<file path="src/swim_pkg.sv">
// Constants, code tables and helpers shared by the switch interrupt mask block.
package swim_pkg;

  // ---------------------------------------------------------------------------
  // Frame layout
  // ---------------------------------------------------------------------------
  localparam int          FRAME_BITS   = 32;      // Bits in one serial frame.
  localparam int          ADDR_MSB     = 31;      // Top bit of the register address.
  localparam int          ADDR_LSB     = 25;      // Bottom bit of the register address.
  localparam int          RW_BIT       = 24;      // Read/write select, 1 means write.
  localparam int          DATA_BITS    = 24;      // Payload width.
  localparam int          RESP_FAULT   = 23;      // Fault summary position in a reply.
  localparam int          RESP_IRQ     = 22;      // Pending flag position in a reply.
  localparam int          RESP_DATA    = 22;      // Register data bits in a reply.
  localparam logic [5:0]  BIT_CNT_FULL = 6'h20;   // Count of a complete frame.

  // ---------------------------------------------------------------------------
  // Register offsets, reset values and writable masks
  // ---------------------------------------------------------------------------
  localparam logic [6:0]  ADDR_PROG_MASK  = 7'h0d;       // Programmable input mask.
  localparam logic [6:0]  ADDR_GND_MASK   = 7'h0e;       // Ground input mask.
  localparam logic [6:0]  ADDR_SLEEP_CFG  = 7'h0f;       // Sleep timing config.
  localparam logic [23:0] PROG_MASK_RST   = 24'h0000ff;  // All eight enabled.
  localparam logic [23:0] GND_MASK_RST    = 24'h003fff;  // All fourteen enabled.
  localparam logic [23:0] SLEEP_CFG_RST   = 24'h00000f;  // Timer off, poll code 1111.
  localparam logic [23:0] PROG_MASK_BITS  = 24'h0000ff;  // Implemented mask bits.
  localparam logic [23:0] GND_MASK_BITS   = 24'h003fff;  // Implemented mask bits.
  localparam logic [23:0] SLEEP_CFG_BITS  = 24'h0000ff;  // Implemented config bits.
  localparam int          WAKE_SEL_LSB    = 4;           // Wake timer select field.
  localparam int          POLL_SEL_LSB    = 0;           // Polling period select field.
  localparam logic [3:0]  TIMER_OFF       = 4'h0;        // Wake timer disabled.

  // ---------------------------------------------------------------------------
  // Timing
  // ---------------------------------------------------------------------------
  localparam int CLK_PERIOD_NS   = 40;                          // System clock period.
  localparam int TICK_NS         = 100000;                      // Timer tick of 0.1 ms.
  localparam int TICK_CYCLES     = TICK_NS / CLK_PERIOD_NS;     // Cycles per tick.
  localparam int GND_POLL_ON_NS  = 64000;                       // Ground poll on time.
  localparam int BAT_POLL_ON_NS  = 64000;                       // Battery poll on time.
  localparam int GND_POLL_CYCLES = (GND_POLL_ON_NS + CLK_PERIOD_NS - 1) / CLK_PERIOD_NS;
  localparam int BAT_POLL_CYCLES = (BAT_POLL_ON_NS + CLK_PERIOD_NS - 1) / CLK_PERIOD_NS;

  // Wake interval in 0.1 ms ticks for each select code.
  function automatic logic [15:0] swim_wake_ticks(input logic [3:0] code);
    logic [15:0] t;
    t = 16'h0000;
    unique case (code)
      4'h0: t = 16'h0000;  // Off.
      4'h1: t = 16'd60;    // 6.0 ms.
      4'h2: t = 16'd120;   // 12 ms.
      4'h3: t = 16'd240;   // 24 ms.
      4'h4: t = 16'd480;   // 48 ms.
      4'h5: t = 16'd480;   // 48 ms, same as code 0100.
      4'h6: t = 16'd960;   // 96 ms.
      4'h7: t = 16'd3940;  // 394 ms.
      4'h8: t = 16'd40;    // 4.0 ms.
      4'h9: t = 16'd80;    // 8.0 ms.
      4'ha: t = 16'd160;   // 16 ms.
      4'hb: t = 16'd320;   // 32 ms.
      4'hc: t = 16'd640;   // 64 ms.
      4'hd: t = 16'd1280;  // 128 ms.
      4'he: t = 16'd2560;  // 256 ms.
      4'hf: t = 16'd5120;  // 512 ms.
    endcase
    return t;
  endfunction : swim_wake_ticks

  // Polling period in 0.1 ms ticks for each select code.
  function automatic logic [15:0] swim_poll_ticks(input logic [3:0] code);
    logic [15:0] t;
    t = 16'h0000;
    unique case (code)
      4'h0: t = 16'd30;    // 3.0 ms.
      4'h1: t = 16'd60;    // 6.0 ms.
      4'h2: t = 16'd120;   // 12 ms.
      4'h3: t = 16'd240;   // 24 ms.
      4'h4: t = 16'd480;   // 48 ms.
      4'h5: t = 16'd680;   // 68 ms.
      4'h6: t = 16'd760;   // 76 ms.
      4'h7: t = 16'd1280;  // 128 ms.
      4'h8: t = 16'd320;   // 32 ms.
      4'h9: t = 16'd360;   // 36 ms.
      4'ha: t = 16'd400;   // 40 ms.
      4'hb: t = 16'd440;   // 44 ms.
      4'hc: t = 16'd520;   // 52 ms.
      4'hd: t = 16'd560;   // 56 ms.
      4'he: t = 16'd660;   // 66 ms.
      4'hf: t = 16'd640;   // 64 ms.
    endcase
    return t;
  endfunction : swim_poll_ticks

endpackage : swim_pkg

</file>
<file path="src/swim_tmr_if.sv">
// Signals between the register core and the sleep timer module.
`timescale 1ns/10ps
interface swim_tmr_if;
  logic       sleepMode;     // Device is in sleep mode.
  logic [3:0] wakeSel;       // Wake timer select code.
  logic [3:0] pollSel;       // Polling period select code.
  logic       pollEnable;    // Some channel may wake the device.
  logic       wakeTick;      // One-cycle pulse when the wake interval ends.
  logic       gndPollOn;     // Ground channel current sources on.
  logic       batPollOn;     // Battery channel current sources on.

  modport core (output sleepMode, wakeSel, pollSel, pollEnable,
                input  wakeTick, gndPollOn, batPollOn);
  modport tmr  (input  sleepMode, wakeSel, pollSel, pollEnable,
                output wakeTick, gndPollOn, batPollOn);
endinterface : swim_tmr_if

</file>
<file path="src/swim_top.sv">
// Interrupt masks, sleep timing config and serial register access for the switch front end.
//
// Contract
// [RL1] Frame: address 31-25, write bit 24, data 23-0.
// [RL2] Mask 0 blocks, 1 allows change interrupts.
// [RL3] Programmable mask at 0x0d, bits 7-0.
// [RL4] Ground mask at 0x0e, bits 13-0.
// [RL5] Masks reset all enabled, unused bits zero.
// [RL6] Host may rewrite masks any time.
// [RL7] Sleep config 0x0f: wake 7-4, poll 3-0.
// [RL8] Nonzero wake select: wake and interrupt on expiry.
// [RL9] Wake select zero disables the timer.
// [RL10] Wake select codes map to fixed intervals.
// [RL11] Poll select sets interval between polling events.
// [RL12] Poll event turns sources on per channel.
// [RL13] Poll select codes map to fixed periods.
// [RL14] No wake enables means polling stops.
// [RL15] Reply: fault bit 23, flag 22, data.
// [RL16] Unused bits ignore writes, read zero.
`timescale 1ns/10ps
module swim_top
  import swim_pkg::*;
#(
  parameter int N_PROG   = 8,           // Programmable inputs.
  parameter int N_GND    = 14,          // Ground sense inputs.
  parameter int TICK_LEN = TICK_CYCLES  // Cycles per 0.1 ms tick; shorten in simulation.
) (
  input  wire logic              clk,
  input  wire logic              rst_b,
  input  wire logic              sclk,
  input  wire logic              csB,
  input  wire logic              mosi,
  output logic                   miso_ff,
  output logic                   misoOeB_ff,
  input  wire logic [N_PROG-1:0] programmable_input,
  input  wire logic [N_GND-1:0]  ground_sense_input,
  input  wire logic              faultIn,
  input  wire logic              sleep_mode,
  input  wire logic              wakeEnableAny,
  output logic                   irqB_ff,
  output logic                   wakeUp_ff,
  output logic                   gndPollOn_ff,
  output logic                   batPollOn_ff
);

  // ---------------------------------------------------------------------------
  // Declarations
  // ---------------------------------------------------------------------------
  logic [2:0]        sclkSync_ff;   // Serial clock synchroniser plus edge stage.
  logic [2:0]        csSync_ff;     // Chip select synchroniser plus edge stage.
  logic [1:0]        mosiSync_ff;   // Serial data synchroniser.
  logic [1:0]        faultSync_ff;  // Fault summary synchroniser.
  logic [N_PROG-1:0] progS1_ff;     // First stage of programmable inputs.
  logic [N_PROG-1:0] progS2_ff;     // Synchronised programmable inputs.
  logic [N_PROG-1:0] progOld_ff;    // Previous programmable state.
  logic [N_GND-1:0]  gndS1_ff;      // First stage of ground inputs.
  logic [N_GND-1:0]  gndS2_ff;      // Synchronised ground inputs.
  logic [N_GND-1:0]  gndOld_ff;     // Previous ground state.
  logic [23:0]       progMask_ff;   // Programmable input interrupt mask.
  logic [23:0]       gndMask_ff;    // Ground input interrupt mask.
  logic [23:0]       sleepCfg_ff;   // Sleep timing configuration.
  logic [31:0]       rxShift_ff;    // Incoming frame.
  logic [31:0]       txShift_ff;    // Outgoing reply.
  logic [5:0]        bitCnt_ff;     // Bits taken in the current frame.
  logic [6:0]        lastAddr_ff;   // Address whose content the next reply carries.
  logic              irqFlag_ff;    // Sticky pending interrupt flag.
  logic              sclkRise;      // Synchronised serial clock rising edge.
  logic              sclkFall;      // Synchronised serial clock falling edge.
  logic              csFall;        // Frame start.
  logic              csRise;        // Frame end.
  logic              frameDone;     // A complete frame ended.
  logic              isWrite;       // Completed frame is a write.
  logic [6:0]        rxAddr;        // Address of the completed frame.
  logic [23:0]       rxData;        // Payload of the completed frame.
  logic [23:0]       rdData;        // Content of the last addressed register.
  logic [31:0]       reply;         // Reply word loaded at frame start.
  logic              changeIrq;     // Enabled input changed in normal mode.

  swim_tmr_if tif ();

  // ---------------------------------------------------------------------------
  // Input synchronisers
  // ---------------------------------------------------------------------------
  // Every pin passes two flops; the third serial stage only feeds edge detection.
  always_ff @(posedge clk) begin
    if (!rst_b) begin
      sclkSync_ff  <= 3'h0;
      csSync_ff    <= 3'h7;
      mosiSync_ff  <= 2'h0;
      faultSync_ff <= 2'h0;
    end else begin
      sclkSync_ff  <= {sclkSync_ff[1:0], sclk};
      csSync_ff    <= {csSync_ff[1:0], csB};
      mosiSync_ff  <= {mosiSync_ff[0], mosi};
      faultSync_ff <= {faultSync_ff[0], faultIn};
    end
  end

  // Switch inputs get two stages plus a held copy for change detection.
  always_ff @(posedge clk) begin
    if (!rst_b) begin
      progS1_ff  <= '0;
      progS2_ff  <= '0;
      progOld_ff <= '0;
      gndS1_ff   <= '0;
      gndS2_ff   <= '0;
      gndOld_ff  <= '0;
    end else begin
      progS1_ff  <= programmable_input;
      progS2_ff  <= progS1_ff;
      progOld_ff <= progS2_ff;
      gndS1_ff   <= ground_sense_input;
      gndS2_ff   <= gndS1_ff;
      gndOld_ff  <= gndS2_ff;
    end
  end

  assign sclkRise = sclkSync_ff[1] && !sclkSync_ff[2];
  assign sclkFall = !sclkSync_ff[1] && sclkSync_ff[2];
  assign csFall   = !csSync_ff[1] && csSync_ff[2];
  assign csRise   = csSync_ff[1] && !csSync_ff[2];

  // ---------------------------------------------------------------------------
  // Frame decode
  // ---------------------------------------------------------------------------
  assign frameDone = csRise && (bitCnt_ff == BIT_CNT_FULL);
  assign rxAddr    = rxShift_ff[ADDR_MSB:ADDR_LSB];   // [RL1]
  assign isWrite   = rxShift_ff[RW_BIT];              // [RL1]
  assign rxData    = rxShift_ff[DATA_BITS-1:0];       // [RL1]

  // Reads of unmapped addresses return zero data.
  always_comb begin
    unique case (lastAddr_ff)
      ADDR_PROG_MASK: rdData = progMask_ff;
      ADDR_GND_MASK:  rdData = gndMask_ff;
      ADDR_SLEEP_CFG: rdData = sleepCfg_ff;
      default:        rdData = 24'h000000;
    endcase
  end

  // Reply carries fault, pending flag, then the register content.
  assign reply = {8'h00, faultSync_ff[1], irqFlag_ff, rdData[RESP_DATA-1:0]};  // [RL15]

  // ---------------------------------------------------------------------------
  // Serial shift registers
  // ---------------------------------------------------------------------------
  // Bits are taken on rising serial clock, MSB first; frames shorter than
  // 32 bits are dropped at chip select release, longer ones keep the last 32.
  always_ff @(posedge clk) begin
    if (!rst_b) begin
      rxShift_ff <= 32'h00000000;
      bitCnt_ff  <= 6'h00;
    end else if (csFall) begin
      bitCnt_ff  <= 6'h00;
    end else if (!csSync_ff[1] && sclkRise) begin
      rxShift_ff <= {rxShift_ff[FRAME_BITS-2:0], mosiSync_ff[1]};
      bitCnt_ff  <= (bitCnt_ff == BIT_CNT_FULL) ? bitCnt_ff : bitCnt_ff + 6'h01;
    end
  end

  // Reply is launched at frame start and advanced on falling serial clock.
  always_ff @(posedge clk) begin
    if (!rst_b) begin
      txShift_ff <= 32'h00000000;
      miso_ff    <= 1'b0;
      misoOeB_ff <= 1'b1;
    end else if (csFall) begin
      txShift_ff <= {reply[FRAME_BITS-2:0], 1'b0};
      miso_ff    <= reply[FRAME_BITS-1];
      misoOeB_ff <= 1'b0;
    end else if (csRise) begin
      misoOeB_ff <= 1'b1;
    end else if (!csSync_ff[1] && sclkFall) begin
      txShift_ff <= {txShift_ff[FRAME_BITS-2:0], 1'b0};
      miso_ff    <= txShift_ff[FRAME_BITS-1];
    end
  end

  // The address of every complete frame selects the next reply's content.
  always_ff @(posedge clk) begin
    if (!rst_b) begin
      lastAddr_ff <= 7'h00;
    end else if (frameDone) begin
      lastAddr_ff <= rxAddr;
    end
  end

  // ---------------------------------------------------------------------------
  // Register bank
  // ---------------------------------------------------------------------------
  // Writes land whenever a frame completes; unused bits are masked off.
  always_ff @(posedge clk) begin
    if (!rst_b) begin
      progMask_ff <= PROG_MASK_RST;   // [RL5]
      gndMask_ff  <= GND_MASK_RST;    // [RL5]
      sleepCfg_ff <= SLEEP_CFG_RST;   // [RL7]
    end else if (frameDone && isWrite) begin  // [RL6]
      if (rxAddr == ADDR_PROG_MASK) begin
        progMask_ff <= rxData & PROG_MASK_BITS;  // [RL3] [RL16]
      end
      if (rxAddr == ADDR_GND_MASK) begin
        gndMask_ff <= rxData & GND_MASK_BITS;    // [RL4] [RL16]
      end
      if (rxAddr == ADDR_SLEEP_CFG) begin
        sleepCfg_ff <= rxData & SLEEP_CFG_BITS;  // [RL7] [RL16]
      end
    end
  end

  // ---------------------------------------------------------------------------
  // Interrupt flag
  // ---------------------------------------------------------------------------
  // Only enabled inputs that change while awake, and the wake tick, raise the flag.
  assign changeIrq = !sleep_mode &&
                     ((|((progS2_ff ^ progOld_ff) & progMask_ff[N_PROG-1:0])) ||   // [RL2]
                      (|((gndS2_ff ^ gndOld_ff) & gndMask_ff[N_GND-1:0])));     // [RL2]

  // A complete frame clears the flag, but a new event in that cycle wins.
  always_ff @(posedge clk) begin
    if (!rst_b) begin
      irqFlag_ff <= 1'b0;
    end else if (changeIrq || tif.wakeTick) begin
      irqFlag_ff <= 1'b1;  // [RL8]
    end else if (frameDone) begin
      irqFlag_ff <= 1'b0;
    end
  end

  // Pin outputs: active low interrupt, wake pulse, polling windows.
  always_ff @(posedge clk) begin
    if (!rst_b) begin
      irqB_ff      <= 1'b1;
      wakeUp_ff    <= 1'b0;
      gndPollOn_ff <= 1'b0;
      batPollOn_ff <= 1'b0;
    end else begin
      irqB_ff      <= !(irqFlag_ff || changeIrq || tif.wakeTick);
      wakeUp_ff    <= tif.wakeTick;  // [RL8]
      gndPollOn_ff <= tif.gndPollOn;  // [RL12]
      batPollOn_ff <= tif.batPollOn;  // [RL12]
    end
  end

  // ---------------------------------------------------------------------------
  // Sleep timer
  // ---------------------------------------------------------------------------
  assign tif.sleepMode  = sleep_mode;
  assign tif.wakeSel    = sleepCfg_ff[WAKE_SEL_LSB+3:WAKE_SEL_LSB];
  assign tif.pollSel    = sleepCfg_ff[POLL_SEL_LSB+3:POLL_SEL_LSB];
  assign tif.pollEnable = wakeEnableAny;  // [RL14]

  swim_sleep_timer #(
    .TICK_LEN (TICK_LEN)
  ) u_timer (
    .clk   (clk),
    .rst_b (rst_b),
    .tif   (tif)
  );

endmodule : swim_top

</file>
<file path="src/swim_sleep_timer.sv">
// Wake interval timer and polling event sequencer used during sleep mode.
`timescale 1ns/10ps
module swim_sleep_timer
  import swim_pkg::*;
#(
  parameter int TICK_LEN = TICK_CYCLES
) (
  input wire logic clk,
  input wire logic rst_b,
  swim_tmr_if.tmr  tif
);

  // ---------------------------------------------------------------------------
  // Tick prescaler
  // ---------------------------------------------------------------------------
  logic [15:0] preCnt_ff;   // Cycles within the current tick.
  logic        tick_ff;     // One-cycle pulse per tick.
  logic [15:0] wakeCnt_ff;  // Ticks elapsed in the wake interval.
  logic [15:0] pollCnt_ff;  // Ticks elapsed in the polling period.
  logic [11:0] gndCnt_ff;   // Ground on-time remaining.
  logic [11:0] batCnt_ff;   // Battery on-time remaining.
  logic        wakeTick_ff; // Wake pulse register.
  logic        pollEvt;     // Polling period has ended.

  // The prescaler runs only in sleep mode so every interval starts fresh.
  always_ff @(posedge clk) begin
    if (!rst_b || !tif.sleepMode) begin
      preCnt_ff <= 16'h0000;
      tick_ff   <= 1'b0;
    end else if (preCnt_ff == 16'(TICK_LEN - 1)) begin
      preCnt_ff <= 16'h0000;
      tick_ff   <= 1'b1;
    end else begin
      preCnt_ff <= preCnt_ff + 16'h0001;
      tick_ff   <= 1'b0;
    end
  end

  // ---------------------------------------------------------------------------
  // Wake interval timer
  // ---------------------------------------------------------------------------
  // A zero select keeps the counter parked, so no timed wake ever fires.
  always_ff @(posedge clk) begin
    if (!rst_b || !tif.sleepMode || tif.wakeSel == TIMER_OFF) begin  // [RL9]
      wakeCnt_ff  <= 16'h0000;
      wakeTick_ff <= 1'b0;
    end else if (tick_ff && wakeCnt_ff + 16'h0001 >= swim_wake_ticks(tif.wakeSel)) begin
      wakeCnt_ff  <= 16'h0000;
      wakeTick_ff <= 1'b1;  // [RL8] [RL10]
    end else begin
      wakeCnt_ff  <= tick_ff ? wakeCnt_ff + 16'h0001 : wakeCnt_ff;
      wakeTick_ff <= 1'b0;
    end
  end

  assign tif.wakeTick = wakeTick_ff;

  // ---------------------------------------------------------------------------
  // Polling period and current source windows
  // ---------------------------------------------------------------------------
  assign pollEvt = tick_ff && (pollCnt_ff + 16'h0001 >= swim_poll_ticks(tif.pollSel));

  // Polling stops when no channel is allowed to wake the device.
  always_ff @(posedge clk) begin
    if (!rst_b || !tif.sleepMode || !tif.pollEnable) begin  // [RL14]
      pollCnt_ff <= 16'h0000;
    end else if (pollEvt) begin
      pollCnt_ff <= 16'h0000;  // [RL11] [RL13]
    end else if (tick_ff) begin
      pollCnt_ff <= pollCnt_ff + 16'h0001;
    end
  end

  // Each polling event opens both source windows for their own on times.
  always_ff @(posedge clk) begin
    if (!rst_b || !tif.sleepMode || !tif.pollEnable) begin
      gndCnt_ff <= 12'h000;
      batCnt_ff <= 12'h000;
    end else if (pollEvt) begin
      gndCnt_ff <= 12'(GND_POLL_CYCLES);  // [RL12]
      batCnt_ff <= 12'(BAT_POLL_CYCLES);  // [RL12]
    end else begin
      gndCnt_ff <= (gndCnt_ff != 12'h000) ? gndCnt_ff - 12'h001 : gndCnt_ff;
      batCnt_ff <= (batCnt_ff != 12'h000) ? batCnt_ff - 12'h001 : batCnt_ff;
    end
  end

  // Window outputs follow the remaining counts one cycle later.
  always_ff @(posedge clk) begin
    if (!rst_b) begin
      tif.gndPollOn <= 1'b0;
      tif.batPollOn <= 1'b0;
    end else begin
      tif.gndPollOn <= (gndCnt_ff != 12'h000);
      tif.batPollOn <= (batCnt_ff != 12'h000);
    end
  end

endmodule : swim_sleep_timer

</file>
<file path="config.mk">
export PLATFORM = sky130hd
export DESIGN_NAME = swim_top
export DESIGN_NICKNAME = d
export VERILOG_FILES = /design/src/swim_pkg.sv /design/src/swim_tmr_if.sv /design/src/swim_top.sv /design/src/swim_sleep_timer.sv
export SDC_FILE = /design/constraint.sdc
export NUM_CORES = 1
export LEC_CHECK = 0
export BUFFER_PORTS_ARGS = -buffer_cell sky130_fd_sc_hd__buf_2
export CORE_MARGIN = 4
export CORE_UTILIZATION = 50
export CTS_CLUSTER_DIAMETER = 50
export DETAILED_ROUTE_END_ITERATION = 10
export PLACE_DENSITY = 0.66
export RECOVER_POWER = 50
export SKIP_LAST_GASP = 1
export SLEW_MARGIN = 0
export SYNTH_ARGS = -nofsm -noshare
export SYNTH_HDL_FRONTEND = slang
export SYNTH_HIERARCHICAL = 1
export SYNTH_SLANG_ARGS = --single-unit
</file>
<file path="constraint.sdc">
create_clock -name clk -period 7 [get_ports clk]
set_clock_uncertainty 0.15 [all_clocks]
set_input_delay 0.7 -clock clk [delete_from_list [all_inputs] [get_ports clk]]
set_output_delay 0.7 -clock clk [all_outputs]
set_load 0.01 [all_outputs]
</file>
# Yosys cells after proc, flatten, opt, wreduce, memory -nomap -nowiden

Memory sizes are Yosys's and may differ from the RTL's. A register that Yosys moved wholly into a read port is not among the register bits.
Index checks and enable logic that the tools add are counted.

Bitwise logic cells: 8
Order comparisons: 2
$add $sub $neg: 6
Reductions and logical operators: 47
Div/mod/pow operators: 0
Eq/ne operators: 9
Muxes and demuxes: 19
$mul: 0
Shift operators: 0

Operator list:

| operator              | count |
|---|---|
| $mux 25               | 3 |
| $add 16x1->16 const B | 3 |
| $mux 11               | 4 |
| $eq 7x4->1 const B    | 6 |
| $pmux 14 s3           | 1 |
| $ge 16x16->1          | 2 |
| $reduce_bool 12->1    | 2 |
| $sub 12x1->12 const B | 2 |
| $eq 16x12->1 const B  | 1 |
| $mux 16               | 1 |
| $mux 4                | 4 |
| $and 14x14->14        | 1 |
| $reduce_and 2->1      | 7 |
| $reduce_or 14->1      | 1 |
| $xor 14x14->14        | 1 |
| $logic_and 1x1->1     | 11 |
| $reduce_bool 2->1     | 5 |
| $and 8x8->8           | 1 |
| $logic_not 1->1       | 8 |
| $reduce_or 2->1       | 4 |
| $reduce_or 8->1       | 1 |
| $xor 8x8->8           | 1 |
| $logic_or 1x1->1      | 7 |
| $add 6x1->6 const B   | 1 |
| 5 further kinds       | 13 |

RAM bits: 0
Register bits: 265
Output and inout port bits: 6
Memory bits (read-only): 336
Bits in latches: 0
Logic and storage cells: 129
Memories: 2

Memories:

| name            | words | width | rd ports | clocked after Yosys merged registers in | write ports | RTL line       | RTL |
|---|---|---|---|---|---|---|---|
| (no name shown) | 16    | 11    | 1        | 1                                       | 0           | swim_pkg.sv:48 | `unique case (code)` |
| (no name shown) | 16    | 10    | 1        | 1                                       | 0           | swim_pkg.sv:73 | `unique case (code)` |

# Depth between registers and ports, before layout

Word-level depth: 8
Gate-level depth with buffers: 15
Gate-level depth less buffers: 13

# Hierarchy

Netlist, hierarchy kept.

Modules (own cells, without submodules):

| module           | area each (µm²) | seq. area each (µm²) | cells each | instances |
|---|---|---|---|---|
| swim_top         | 7095.6          | 3783.6               | 735        | 1 |
| swim_sleep_timer | 4782.1          | 1521.5               | 583        | 1 |

# Worst setup path before layout

OpenSTA, ideal clock, no wires.

Kind: register to register
Start point: register u_timer.wakeCnt_ff[0]
End point: register u_timer.wakeCnt_ff[4]
Stages on the path, launching flop included: 14
Buffers on the path: 1
Data arrival time: 3.026 ns
Setup time: 0.074 ns
Period minus slack after synthesis: 3.250 ns
Slack: 3.750 ns
Required time: 6.776 ns
Cells stage by stage: dfxtp_1 ha_1 nand3_1 nor2_1 and4_1 xor2_1 ha_1 and3_1 a221oi_1 nor2b_1 a2111oi_4 buf_6 nand3_4 a31oi_4

Cells in the longest elaborated chain, start to end: 4

Ends and longest elaborated chain:

| element                   | RTL line                                       | RTL |
|---|---|---|
| start, declared           | swim_sleep_timer.sv:18                         | `logic [15:0] wakeCnt_ff;` |
| start signal, assigned    | swim_sleep_timer.sv:51                         | `wakeCnt_ff <= tick_ff ? wakeCnt_ff + 16'h0001 : wakeCnt_ff;` |
| $add 16x1->16 *           | swim_sleep_timer.sv:47, swim_sleep_timer.sv:51 |  |
| $ge 16x16->1              | swim_sleep_timer.sv:47                         | `end else if (tick_ff && wakeCnt_ff + 16'h0001 >= swim_wake_ticks(tif.wakeSel)) begin` |
| $logic_and 1x1->1         | swim_sleep_timer.sv:47                         |  |
| $reduce_or 2->1 (no line) | -                                              |  |

Mark *: on every way between the ends. The rest lies on a longest branch, timed or not.
A chain may end at the register's enable or synchronous reset.

# Final worst setup path

Ends and elaborated chain as after synthesis.

==> flow_metrics.env <==
export IMPL_cp_num_buf_inv=0
export IMPL_grt_pass1_wl_um=40100
export IMPL_io_pins=36
export IMPL_synth_avg_cell_area_um2=9.01
export IMPL_synth_nets=1391
export IMPL_hold_viol=0
export IMPL_async_reset_ff_frac=0
export IMPL_die_y_um=162
export IMPL_pwr_density_cell_mw_per_mm2=301
export IMPL_start_kind="flop"
export IMPL_yosysMostFrequentCell="dfxtp_1"
export IMPL_postCtsSetupBuffers=0
export IMPL_timing_critical_path_to_type="flop"
export IMPL_max_slew_margin_rel=-0.300
export IMPL_wire_per_inst_um=14.4
export IMPL_vias=8875
export IMPL_cpMaxStageDelayCell="a2111oi_4"
export IMPL_gp_congestion=0.817
export IMPL_top_usage_layer="met2"
export IMPL_grt_pass1_vias=8178
export IMPL_drt_iter0_markers=573
export IMPL_vdd_drop_max_mv=0.278
export IMPL_violations="capacitance limit, slew limit"
export IMPL_ys_warn_count=6
export IMPL_start_util=0.508
export IMPL_synth_area_leaders="dfxtp_1, nand2_1, and2_1"
export IMPL_drt_vias_per_instance=5.35
export IMPL_ys_ff_latch=265
export IMPL_arrival_ns=4.34
export IMPL_worst_hold_slack_ns=0.229
export IMPL_gr_usage_met2=0.287
export IMPL_fp_coreArea_mm2=0.0234
export IMPL_leakage_nw=5.08
export IMPL_cts_buffers=35
export IMPL_min_period_over_period=0.581
export IMPL_synthCells=1318
export IMPL_yosysSeqAreaShare=0.447
export IMPL_fin_nets=1390
export IMPL_critical_path_max_stage_delay_ns=0.79
export IMPL_min_period_ns=4.07
export IMPL_areaGrowthSynthToFinish_pct=12.0
export IMPL_worst_pin_slew_ns=1.95
export IMPL_synthTopCellsByCount="dfxtp_1, nand2_1, and2_1"
export IMPL_path_cells="ha_1 -> nand3_1 -> nor2_1 -> and4_1 -> xor2_1 -> ha_1 -> and3_1 -> a221oi_1 -> nor2b_1 -> a2111oi_4 -> nand4_1 -> a31oi_4"
export IMPL_drc=0
export IMPL_hold_buffers=0
export IMPL_use_met1=0.250
export IMPL_clock_sinks=265
export IMPL_fp_row_count=56
export IMPL_clk_pin_slew_worst_paths_ns=0.06
export IMPL_ys_flop_type="dfxtp_1"
export IMPL_dp_hpwl_um=15600
export IMPL_cts_resized=0
export IMPL_ys_types=72
export IMPL_critPathKind="flop to flop"
export IMPL_grt_overflow_total=0
export IMPL_grtUsageTotal=0.180
export IMPL_drtAntennaViolNets=0
export IMPL_root_buffer="clkbuf_16"
export IMPL_port_buffers=35
export IMPL_yosysTopAreaCell="dfxtp_1"
export IMPL_dieArea_mm2=0.0263
export IMPL_clock_latency_ns=0.51
export IMPL_cts_htree_levels=2
export IMPL_grt_max_degree=76
export IMPL_maxSlewViolCount=62
export IMPL_syn_area_mm2=0.0119
export IMPL_max_freq_mhz=246
export IMPL_status="finished, violations left"
export IMPL_tns_ns=0
export IMPL_worst_path_max_fanout=14
export IMPL_rsz0062_at_grt="no"
export IMPL_antenna_cells=0
export IMPL_final_setup_viol_count=0
export IMPL_fp_dieW_um=162
export IMPL_drive_gt1_frac=0.0911
export IMPL_hold_class="primary input to flop"
export IMPL_drt_first_pass_iters=5
export IMPL_cts_tree="built"
export IMPL_wl_um=23800
export IMPL_yosys_area_top_type_share=0.447
export IMPL_synth_edf_count=0
export IMPL_grt_antenna_before_repair=0
export IMPL_worstPathRequired_ns=7.27
export IMPL_crit_family="compound AO/OA/AOI/OAI gates"
export IMPL_path_common_cell="ha_1"
export IMPL_maxCapViolCount=1
export IMPL_grtUsageMet3=0.0310
export IMPL_cts_max_path_buffers=3
[kinds of logic (layout without fill, tap and decap cells)]
| group | count (synthesis) | in the layout | synth area share |
|---|---|---|---|
| adders and majority gates | 43 | 43 | 0.0453 |
| DFF | 265 | 265 | 0.447 |
| AOI/OAI and AO/OA | 219 | 219 | 0.133 |
| and+or+nand+nor | 563 | 563 | 0.250 |
| muxes | 33 | 33 | 0.0290 |
| buffers and inverters | 119 | 140 | 0.0407 |
| xor gates and xnor gates | 76 | 76 | 0.0560 |
[path summary, 6_finish.rpt]
path / startpoint / end / slack (ns) / cells after the start
setup / recovery: u_timer/wakeCnt_ff[0]$_SDFFE_PP0P_ / u_timer/wakeCnt_ff[4]$_SDFFE_PP0P_ / 2.93 / 12
hold / removal: csB / csSync_ff[0]$_SDFF_PN1_ / 0.23 / 2
setup reg to reg: u_timer/wakeCnt_ff[0]$_SDFFE_PP0P_ / u_timer/wakeCnt_ff[4]$_SDFFE_PP0P_ / 2.93 / 12
hold reg to reg: csSync_ff[0]$_SDFF_PN1_ / csSync_ff[1]$_SDFF_PN1_ / 0.27 / 1
[flip-flops by register name, indices dropped and copies added, names as in the netlist, 6 cells and up]
register            flops
rxShift_ff             32
txShift_ff             31
u_timer/pollCnt_ff     16
u_timer/preCnt_ff      16
u_timer/wakeCnt_ff     16
gndMask_ff             14
gndOld_ff              14
gndS1_ff               14
gndS2_ff               14
u_timer/batCnt_ff      12
u_timer/gndCnt_ff      12
progMask_ff             8
progOld_ff              8
progS1_ff               8
progS2_ff               8
sleepCfg_ff             8
lastAddr_ff             7
bitCnt_ff               6
[per-layer routing]
layer,share of wire,vias to the layer above
li1,-,4579
met1,0.48,4073
met2,0.45,183
met3,0.043,40
met4,0.020,0
met5,0,-
[cell type report]
| type | count | area [µm²] |
|---|---|---|
| well taps | 319 | 399 |
| clock buffers | 49 | 1020 |
| multi-input cells | 934 | 6100 |
| fillers | 2092 | 10100 |
| inverters | 39 | 146 |
| flip-flops and latches | 265 | 5310 |
| repair buffers | 42 | 215 |
| clock inverters | 10 | 116 |
[metrics by stage]
step / setup slack [ns] / std cells / util / instance area [µm²] / total power [mW]
after floorplan: 3.75 / 1318 / - / 11900 / 2.22
after global placement: 3.06 / 1599 / 0.520 / 12200 / 2.32
after detailed placement: 2.97 / 1599 / 0.520 / 12200 / 2.33
after CTS: 2.92 / 1658 / 0.569 / 13300 / 4.05
after global routing: 2.57 / 1658 / 0.568 / 13300 / 4.21
final: 2.93 / 1658 / 0.568 / 13300 / 4.00
[report_power, final]
group / internal, mW / leakage [nW] / switching [mW]
Sequential: 1.58 / 2.15 / 0.0452
Clock: 1.06 / 0.555 / 0.647
Combinational: 0.309 / 2.37 / 0.362
Total: 2.95 / 5.08 / 1.05
[cells in the final DEF (no fill, tap or decap), types with 21 or more instances in the layout]
cell       netlist  routed
nand4_1         29      29
nor3b_1         22      22
inv_1           38      38
mux2i_1         22      22
clkbuf_16        0      36
ha_1            43      43
o21ai_0         27      26
a21oi_1         37      37
nand2_1        185     185
xor2_1          47      47
nor2_1          68      67
a21boi_0         4      29
and2_1          88      67
dfxtp_1        265     265
buf_2           10      28
nor3_1          33      33
nor2b_1         24      24
and2_0           0      21
nand3_1         37      37
xnor2_1         29      29
Power figures use the tool's default switching activity.
